### config.mk
export PLATFORM = sky130hd
export DESIGN_NAME = watch_timer
export DESIGN_NICKNAME = d
export VERILOG_FILES = /design/src/include/watch_timer_pkg.sv /design/src/rtl/watch_timer.sv /design/src/rtl/watch_tick_gen.sv
export VERILOG_INCLUDE_DIRS = /design/src /design/src/include
export SDC_FILE = /design/constraint.sdc
export NUM_CORES = 1
export LEC_CHECK = 0
export BUFFER_PORTS_ARGS = -buffer_cell sky130_fd_sc_hd__buf_4
export CORE_MARGIN = 2
export CORE_UTILIZATION = 49
export CTS_CLUSTER_DIAMETER = 50
export DETAILED_ROUTE_END_ITERATION = 16
export GPL_TIMING_DRIVEN = 0
export PLACE_DENSITY = 0.8
export SLEW_MARGIN = 40
export SYNTH_ARGS = -nofsm -noshare
export SYNTH_HDL_FRONTEND = slang
export SYNTH_SLANG_ARGS = --single-unit
### constraint.sdc
create_clock -name clk_i -period 2.5 [get_ports clk_i]
set_clock_uncertainty 0.2 [all_clocks]
set_input_delay 0.125 -clock clk_i [delete_from_list [all_inputs] [get_ports clk_i]]
set_output_delay 0.125 -clock clk_i [all_outputs]
set_load 0.03 [all_outputs]
### src/include/watch_timer_consts.svh
// Offsets, field positions, reset values and timing counts of the watch timer
// Function
// - Watch and interval functions run together off one shared prescaler, each with its own interrupt.
// - While the watch function runs, a watch interrupt is raised once per selected watch interval.
// - While the interval function runs, an interval interrupt is raised once per selected prescaler interval.
// - Clock select 0 counts the peripheral clock divided by 128, 1 counts the subsystem clock.
// - Interval codes 0 to 7 give periods of 2^4 to 2^11 watch clocks, doubling each step.
// - Watch codes 00, 01, 10, 11 give 2^14, 2^13, 2^5 and 2^4 watch clocks between interrupts.
// - Counter-run bit 1 runs the 5-bit counter; 0 stops and clears it.
// - Enable bit 0 stops everything and clears prescaler and counter; 1 enables operation.
// - Any reset clears the whole mode register to zero.
// - The mode register takes whole-byte writes and single-bit set or clear writes.
// - The watch function starts only when enable and counter-run are both 1.
// - The interval function counts whenever enable is 1, whatever counter-run holds.
// - Clearing only counter-run leaves the prescaler running and uncleared.
// - After such a restart the first watch interrupt may be off by up to 2^9 watch clocks, later ones exact.
`ifndef WATCH_TIMER_CONSTS_SVH
`define WATCH_TIMER_CONSTS_SVH

// Register indices; byte address is four times the index
`define WT_MODE_IDX        16'hFF8F
`define WT_SET_IDX         16'hFF90
`define WT_CLR_IDX         16'hFF91
`define WT_STATUS_IDX      16'hFF92
`define WT_ADDR_W          18

`define WT_MODE_RESET      8'h00

// Mode register field positions
`define WT_ENABLE_BIT      0
`define WT_RUN_BIT         1
`define WT_WSEL_LO         2
`define WT_WSEL_HI         3
`define WT_PSEL_LO         4
`define WT_PSEL_HI         6
`define WT_CLKSEL_BIT      7

// Status register field positions
`define WT_STAT_PRE_LO     0
`define WT_STAT_CNT_LO     16

// Timing counts
`define WT_PRS_DIV_LOG2    7
`define WT_PRESCALER_W     11
`define WT_COUNTER_W       5
`define WT_PSEL_BASE_LOG2  4
`define WT_FWX_DIV_LOG2    9
`define WT_WATCH_LONG_BITS 5
`define WT_WATCH_SHORT_BITS 4

`endif

### src/include/watch_timer_pkg.sv
// Types shared by the watch timer design files
package watch_timer_pkg;

   typedef struct packed {
      logic       count_clock_select;
      logic [2:0] prescale_interval_sel;
      logic [1:0] watch_interval_sel;
      logic       counter_run_bit;
      logic       timer_enable_bit;
   } watch_mode_control_s;

   typedef enum logic [1:0] {
      BUS_IDLE = 2'b01,
      BUS_ACK  = 2'b10
   } bus_state_e;

endpackage : watch_timer_pkg

### src/rtl/watch_timer.sv
// Watch timer with concurrent watch and interval functions, Wishbone slave
//
// Added by the designer: the Wishbone slave port.
`timescale 1ns/10ps
`include "watch_timer_consts.svh"

module watch_timer #(
   parameter int ADDR_W      = `WT_ADDR_W,
   parameter int PRESCALER_W = `WT_PRESCALER_W,
   parameter int COUNTER_W   = `WT_COUNTER_W,
   parameter int PRS_DIV     = `WT_PRS_DIV_LOG2
) (
   input  wire logic              clk_i,
   input  wire logic              rst_i,
   input  wire logic              wb_cyc_i,
   input  wire logic              wb_stb_i,
   input  wire logic              wb_we_i,
   input  wire logic [ADDR_W-1:0] wb_adr_i,
   input  wire logic [3:0]        wb_sel_i,
   input  wire logic [31:0]       wb_dat_i,
   output logic      [31:0]       wb_dat_o,
   output logic                   wb_ack_o,
   input  wire logic              sub_clk_i,
   output logic                   watch_interrupt_o,
   output logic                   interval_interrupt_o
);

   localparam logic [ADDR_W-1:0] MODE_ADDR =
      ADDR_W'({`WT_MODE_IDX, 2'b00});
   localparam logic [ADDR_W-1:0] SET_ADDR =
      ADDR_W'({`WT_SET_IDX, 2'b00});
   localparam logic [ADDR_W-1:0] CLR_ADDR =
      ADDR_W'({`WT_CLR_IDX, 2'b00});
   localparam logic [ADDR_W-1:0] STATUS_ADDR =
      ADDR_W'({`WT_STATUS_IDX, 2'b00});

   generate
      if (ADDR_W < `WT_ADDR_W) begin : g_bad_addr
         $error("watch_timer: ADDR_W too narrow for the register map");
      end
      if (PRESCALER_W != `WT_PRESCALER_W) begin : g_bad_pre
         $error("watch_timer: interval decode needs an 11-bit prescaler");
      end
      if (COUNTER_W != `WT_COUNTER_W) begin : g_bad_cnt
         $error("watch_timer: watch decode needs a 5-bit counter");
      end
      if (PRS_DIV < 1 || PRS_DIV > 16) begin : g_bad_div
         $error("watch_timer: PRS_DIV must lie between 1 and 16");
      end
   endgenerate

   watch_timer_pkg::watch_mode_control_s watch_mode_control_reg;
   watch_timer_pkg::watch_mode_control_s mode_next;
   watch_timer_pkg::bus_state_e          bus_state_reg;
   watch_timer_pkg::bus_state_e          bus_state_next;

   logic [PRESCALER_W-1:0] prescaler_reg;
   logic [COUNTER_W-1:0]   counter_reg;
   logic                   rate_tick;
   logic                   fwx_tick;
   logic                   fwx_tap;
   logic                   interval_event;
   logic                   watch_event;
   logic                   hit_mode;
   logic                   hit_set;
   logic                   hit_clr;
   logic                   hit_status;
   logic [31:0]            status_word;
   logic                   interval_hit;
   logic                   watch_hit;
   logic                   bus_req;
   logic                   write_now;
   logic                   timer_on;
   logic                   watch_on;
   logic [31:0]            read_value;
   logic [7:0]             mode_bits;
   logic [7:0]             wr_byte;

   assign mode_bits = watch_mode_control_reg;
   assign wr_byte   = wb_dat_i[7:0];
   assign timer_on  = watch_mode_control_reg.timer_enable_bit;
   assign watch_on  = watch_mode_control_reg.timer_enable_bit &
                      watch_mode_control_reg.counter_run_bit;

   // Watch clock source
   watch_tick_gen #(
      .DIV_LOG2 (PRS_DIV)
   ) u_tick (
      .clk_i        (clk_i),
      .rst_i        (rst_i),
      .sub_clk_i    (sub_clk_i),
      .select_sub_i (watch_mode_control_reg.count_clock_select),
      .enable_i     (timer_on),
      .tick_o       (rate_tick)
   );

   // Wishbone classic slave: ack one cycle after the request
   assign bus_req = wb_cyc_i & wb_stb_i;

   always_comb begin
      bus_state_next = bus_state_reg;
      case (bus_state_reg)
         watch_timer_pkg::BUS_IDLE: begin
            if (bus_req) begin
               bus_state_next = watch_timer_pkg::BUS_ACK;
            end
         end
         watch_timer_pkg::BUS_ACK: begin
            bus_state_next = watch_timer_pkg::BUS_IDLE;
         end
         default: begin
            bus_state_next = watch_timer_pkg::BUS_IDLE;
         end
      endcase
   end

   always_ff @(posedge clk_i) begin
      if (rst_i) begin
         bus_state_reg <= watch_timer_pkg::BUS_IDLE;
      end else begin
         bus_state_reg <= bus_state_next;
      end
   end

   assign wb_ack_o  = (bus_state_reg == watch_timer_pkg::BUS_ACK) & bus_req;
   assign write_now = wb_ack_o & wb_we_i & wb_sel_i[0];

   // Address decode shared by the write and read paths
   assign hit_mode   = (wb_adr_i == MODE_ADDR);
   assign hit_set    = (wb_adr_i == SET_ADDR);
   assign hit_clr    = (wb_adr_i == CLR_ADDR);
   assign hit_status = (wb_adr_i == STATUS_ADDR);

   // Bit set and clear ports let software touch one bit without a
   // read-modify-write race against itself
   always_comb begin
      mode_next = watch_mode_control_reg;
      if (write_now) begin
         if (hit_mode) begin
            mode_next = wr_byte;
         end else if (hit_set) begin
            mode_next = mode_bits | wr_byte;
         end else if (hit_clr) begin
            mode_next = mode_bits & ~wr_byte;
         end
      end
   end

   always_ff @(posedge clk_i) begin
      if (rst_i) begin
         watch_mode_control_reg <= `WT_MODE_RESET;
      end else begin
         watch_mode_control_reg <= mode_next;
      end
   end

   // Status word is a view of the live counters, for test only
   always_comb begin
      status_word = 32'h0000_0000;
      status_word[`WT_STAT_PRE_LO +: PRESCALER_W] = prescaler_reg;
      status_word[`WT_STAT_CNT_LO +: COUNTER_W]   = counter_reg;
   end

   // Read data prepared while ack is pending; reads change no state
   always_comb begin
      read_value = 32'h0000_0000;
      if (hit_mode) begin
         read_value[7:0] = mode_bits;
      end else if (hit_status) begin
         read_value = status_word;
      end
   end

   always_ff @(posedge clk_i) begin
      if (rst_i) begin
         wb_dat_o <= 32'h0000_0000;
      end else if (bus_req && bus_state_reg == watch_timer_pkg::BUS_IDLE) begin
         wb_dat_o <= wb_we_i ? 32'h0000_0000 : read_value;
      end
   end

   // Shared prescaler; only reset and the enable bit clear it
   always_ff @(posedge clk_i) begin
      if (rst_i || !timer_on) begin
         prescaler_reg <= '0;
      end else if (rate_tick) begin
         prescaler_reg <= prescaler_reg + 1'b1;
      end
   end

   // Interval elapses when the low 4+code prescaler bits wrap
   always_comb begin
      interval_hit = 1'b0;
      case (watch_mode_control_reg.prescale_interval_sel)
         3'h0: interval_hit = &prescaler_reg[3:0];
         3'h1: interval_hit = &prescaler_reg[4:0];
         3'h2: interval_hit = &prescaler_reg[5:0];
         3'h3: interval_hit = &prescaler_reg[6:0];
         3'h4: interval_hit = &prescaler_reg[7:0];
         3'h5: interval_hit = &prescaler_reg[8:0];
         3'h6: interval_hit = &prescaler_reg[9:0];
         3'h7: interval_hit = &prescaler_reg[10:0];
         default: interval_hit = 1'b0;
      endcase
   end

   // Long watch intervals step once per 2^9 watch clocks. The prescaler
   // is not realigned on a restart, hence the first-period error of up
   // to 2^9 watch clocks.
   assign fwx_tap = &prescaler_reg[`WT_FWX_DIV_LOG2-1:0];

   always_comb begin
      fwx_tick  = 1'b0;
      watch_hit = 1'b0;
      case (watch_mode_control_reg.watch_interval_sel)
         2'b00: begin
            fwx_tick  = rate_tick & fwx_tap;
            watch_hit = &counter_reg[`WT_WATCH_LONG_BITS-1:0];
         end
         2'b01: begin
            fwx_tick  = rate_tick & fwx_tap;
            watch_hit = &counter_reg[`WT_WATCH_SHORT_BITS-1:0];
         end
         2'b10: begin
            fwx_tick  = rate_tick;
            watch_hit = &counter_reg[`WT_WATCH_LONG_BITS-1:0];
         end
         2'b11: begin
            fwx_tick  = rate_tick;
            watch_hit = &counter_reg[`WT_WATCH_SHORT_BITS-1:0];
         end
         default: begin
            fwx_tick  = 1'b0;
            watch_hit = 1'b0;
         end
      endcase
   end

   always_ff @(posedge clk_i) begin
      if (rst_i || !watch_on) begin
         counter_reg <= '0;
      end else if (fwx_tick) begin
         counter_reg <= counter_reg + 1'b1;
      end
   end

   // Events are formed from the tick before the counters move
   assign interval_event = timer_on & rate_tick & interval_hit;
   assign watch_event    = watch_on & fwx_tick & watch_hit;

   // Interrupt pulses, one clock wide each
   always_ff @(posedge clk_i) begin
      if (rst_i) begin
         interval_interrupt_o <= 1'b0;
      end else begin
         interval_interrupt_o <= interval_event;
      end
   end

   always_ff @(posedge clk_i) begin
      if (rst_i) begin
         watch_interrupt_o <= 1'b0;
      end else begin
         watch_interrupt_o <= watch_event;
      end
   end

endmodule : watch_timer

### src/rtl/watch_tick_gen.sv
// Watch clock tick source: divided peripheral clock or synchronised subsystem
`timescale 1ns/10ps
`include "watch_timer_consts.svh"

module watch_tick_gen #(
   parameter int DIV_LOG2 = `WT_PRS_DIV_LOG2
) (
   input  wire logic clk_i,
   input  wire logic rst_i,
   input  wire logic sub_clk_i,
   input  wire logic select_sub_i,
   input  wire logic enable_i,
   output logic      tick_o
);

   logic [DIV_LOG2-1:0] div_reg;
   logic                sub_meta_reg;
   logic                sub_sync_reg;
   logic                sub_last_reg;
   logic                sub_rise;
   logic                div_wrap;

   generate
      if (DIV_LOG2 < 1) begin : g_bad_div
         $error("watch_tick_gen: DIV_LOG2 must be at least 1");
      end
   endgenerate

   // Divider restarts from zero on enable so start-up phase is fixed
   always_ff @(posedge clk_i) begin
      if (rst_i || !enable_i) begin
         div_reg <= '0;
      end else begin
         div_reg <= div_reg + 1'b1;
      end
   end

   always_ff @(posedge clk_i) begin
      if (rst_i) begin
         sub_meta_reg <= 1'b0;
         sub_sync_reg <= 1'b0;
         sub_last_reg <= 1'b0;
      end else begin
         sub_meta_reg <= sub_clk_i;
         sub_sync_reg <= sub_meta_reg;
         sub_last_reg <= sub_sync_reg;
      end
   end

   assign sub_rise = sub_sync_reg & ~sub_last_reg;
   assign div_wrap = &div_reg;

   always_ff @(posedge clk_i) begin
      if (rst_i || !enable_i) begin
         tick_o <= 1'b0;
      end else begin
         tick_o <= select_sub_i ? sub_rise : div_wrap;
      end
   end

endmodule : watch_tick_gen

==> summary.txt <==
Global routing
  – Met1 GRT Util: 24.73%
  – Top Usage Layer GRT: met2
  – Met2 usage: 32.16%
  – Remaining Overflow, GRT: 0
  – Initial antenna violation count: 0
  – GR Util met3: 4.284%
  – GRT Util Overall: 19.64%
  – Vias in the first global route: 1853
  – First-pass GRT wire length: 8390 µm
  – Largest net degree at the start of global routing: 17

Logic synthesis
  – Sequential area share after synthesis: 44.27%
  – Asr flop ratio synth: 0%
  – Synth cell types: 50
  – Yosys top cell area share: 44.27%
  – Largest area contributor in the netlist: dfxtp_1
  – Cells after Synth: 256
  – Number of synthesized flops with an enable pin: 0
  – #FFs+latches synth: 55
  – Synth Flop Type: dfxtp_1
  – Largest cells by area after synthesis: dfxtp_1 (44%), a22o_1 (5.6%), mux2i_1 (5.6%)
  – Mapped cell area: 2487 µm²
  – Avg Cell Area, Syn: 9.716 µm²
  – Yosys Warn Count: 0

Power and ir drop
  – Cell Pwr Density: 525.8 nW/µm²
  – Switching share of power: 20.80%
  – Seq pwr share: 51.5%
  – Clock power share: 39.8%
  – Logic pwr share: 8.6%
  – Internal: 1.352 mW
  – Overall Power: 1.707 mW
  – P_leak: 1.390 nW
  – Sw power: 0.3551 mW
  – Max VDD drop: 0.0002702 V

Timing
  – Hold slack: 0.02128 ns
  – Rel. slew slack: 50.50%
  – F_max: 0.4563 GHz
  – RSZ-0062 raised after global routing: false
  – Finish-stage setup viols: 0
  – Worst Tran Pin Value: 0.7364 ns
  – Final Hold Fails: 0
  – Setup TNS Final: 0 ns
  – Fin crit share: 87.65%
  – Slew Limit Fails: 0
  – Min cycle time layout: 2.191 ns

Routing
  – Detail Route Antenna Nets: 0
  – Via/cell ratio: 5.177
  – First-pass detailed-route iteration total: 4
  – Iteration-0 DRC Markers: 141
  – Drt total wl: 5268 µm
  – WL/cell: 12.98 µm
  – Vias after detailed routing: 2102
  – Drt drc: 0

Die
  – Core area: 4817 µm²
  – Die Ht: 75.25 µm
  – Initial Utilization: 51.64%
  – DIE AREA: 5663 µm²
  – Row count: 25
  – Die width: 75.25 µm
  – I/O pin total: 95

Cells and area
  – Diode count: 0
  – Area taken by multi-input logic gates: 1272 µm²
  – Layout cells sized above 1: 26.25%
  – Synth-to-Final Area Change: 30.53%
  – Fin util: 67.40%
  – Final instance area: 3247 µm²
  – FILL cells: 403
  – Sequential cell area: 1101 µm²
  – Final nets: 403

Worst setup path
  – CP cell instances: nand4b_1 > or3_1 > nor4_2 > a22oi_1 > nand2_1
  – Worst EP arrival: 2.25 ns
  – Cell at the slowest stage of the critical path: nor4_2
  – Worst Path Class, Setup: register to register
  – Critical path's top delay family: simple AND/OR/NAND/NOR gates
  – Slowest stage delay, CP: 0.69 ns
  – Worst setup EP type: register
  – Worst-path fanout max: 7
  – Startpoint types: register
  – Critical path data required time: 2.56 ns
  – Buf/Inv on CP: 0

CTS
  – Clock Sink Count: 55
  – Post-cts sizing count: 0
  – Clock latency on the worst-skew pair: 0.31 ns
  – Worst-path clk slew: 0.09 ns
  – Setup bufs post-CTS: 0
  – CTS tree: done
  – H-tree levels: 2
  – CTS root buffer: clkbuf_8
  – CTS Buf Count: 5
  – Clock Path Buffers: 2

Placed design
  – Post-DP HPWL: 3816 µm
  – Placed cell areas: 3015 µm²
  – Gpl congestion: 0.8585
  – Port bufs: 51

Run status
  – Outcome: finished, final reports clean

Flow run
  – # Max-Cap Violations: 0

Min path
  – Tightest Hold Check Type: primary input to register
[synth_stat cells, types with 3 or more instances]
cell type   n
dfxtp_1    55
nor2_1     28
nand2_1    23
a22o_1     16
buf_4      16
mux2i_1    14
xor2_1     11
nand3_1    10
a22oi_1     7
and3_1      5
ha_1        5
inv_1       5
nor2b_1     5
xnor2_1     5
clkbuf_1    4
nand4_1     3
nor3_1      3
[per-layer routing]
| layer | share of wire (%) | up-vias |
|---|---|---|
| li1 | - | 1041 |
| met1 | 41 | 955 |
| met2 | 48 | 96 |
| met3 | 8.7 | 10 |
| met4 | 2.1 | 0 |
| met5 | 0 | - |
[power by group through the flow]
| stage | Combinational, mW | Clock, mW | Sequential, mW |
|---|---|---|---|
| after detailed placement | 0.134 | 0 | 0.900 |
| after CTS | 0.145 | 0.697 | 0.880 |
| final | 0.147 | 0.680 | 0.880 |
| after global placement | 0.132 | 0 | 0.900 |
| after floorplan | 0.0801 | 0 | 0.900 |
| after global routing | 0.158 | 0.732 | 0.881 |
[cell usage in the layout (no fill, tap or decap), types with 2 or more instances in the layout]
| cell | count |
|---|---|
| nand4b_1 | 2 |
| nor3b_1 | 2 |
| xor2_1 | 11 |
| nor3_1 | 3 |
| nor2_1 | 28 |
| xnor2_1 | 5 |
| ha_1 | 5 |
| a41o_1 | 2 |
| nand2b_1 | 2 |
| conb_1 | 16 |
| o21ai_0 | 2 |
| nor2b_1 | 5 |
| dfxtp_1 | 55 |
| a22oi_1 | 7 |
| a22o_1 | 16 |
| buf_2 | 2 |
| nand4_1 | 3 |
| or3_1 | 2 |
| clkbuf_8 | 5 |
| nand3_1 | 10 |
| and3_1 | 5 |
| clkbuf_1 | 5 |
| bufinv_16 | 2 |
| buf_4 | 67 |
| dlygate4sd3_1 | 9 |
| inv_1 | 5 |
| mux2i_1 | 14 |
| nand2_1 | 23 |
[metrics by stage]
stage / setup WS (ns) / cells
CTS: 0.2003 / 406
finish: 0.3086 / 406
global route: 0.1287 / 406
floorplan: 0.5646 / 271
global placement: 0.2164 / 389
detailed placement: 0.2104 / 389
[layout make-up]
class	instances	share of cell area, %
clock buffer	6	2.235
timing repair buffer	60	14.57
clock inverter	2	1.850
sequential	55	33.91
inverter	5	0.5780
multi-input combinational	186	39.19
tap	67	2.582
buffer	25	5.087
[repair_timing]
action                                  4_1_cts  5_1_grt
endpoints found under the setup margin        0        0
endpoints found under the hold margin         9        0
hold buffers                                  9        0
[worst min-delay path: cells and delay by family]
| family | cells | cell delay (ns) |
|---|---|---|
| AND/OR/NAND/NOR | 1 | 0.07 |
| buffers and inverters | 2 | 0.30 |
[kinds of logic (layout without fill, tap and decap cells)]
group,Yosys count,in the layout,synth area share [%]
and+or+nand+nor,98,98,21.73
DFF,55,55,44.27
AOI/OAI and AO/OA,37,37,12.68
buffers and inverters,30,98,7.394
xor gates and xnor gates,16,16,5.634
muxes,14,14,5.634
adders and majority gates,5,5,2.515
other,1,16,0.1508
[final timing paths]
| path | to | from | cells past startpoint | slack [ns] |
|---|---|---|---|---|
| setup / recovery | wb_dat_o[3] | bus_state_reg[1] | 5 | 0.31 |
| hold / removal | u_tick.sub_last_reg | rst_i | 3 | 0.02 |
| setup reg to reg | wb_dat_o[3] | bus_state_reg[1] | 5 | 0.31 |
| hold reg to reg | wb_dat_o[5] | wb_dat_o[5] | 2 | 0.24 |
Power figures use the tool's default switching activity.
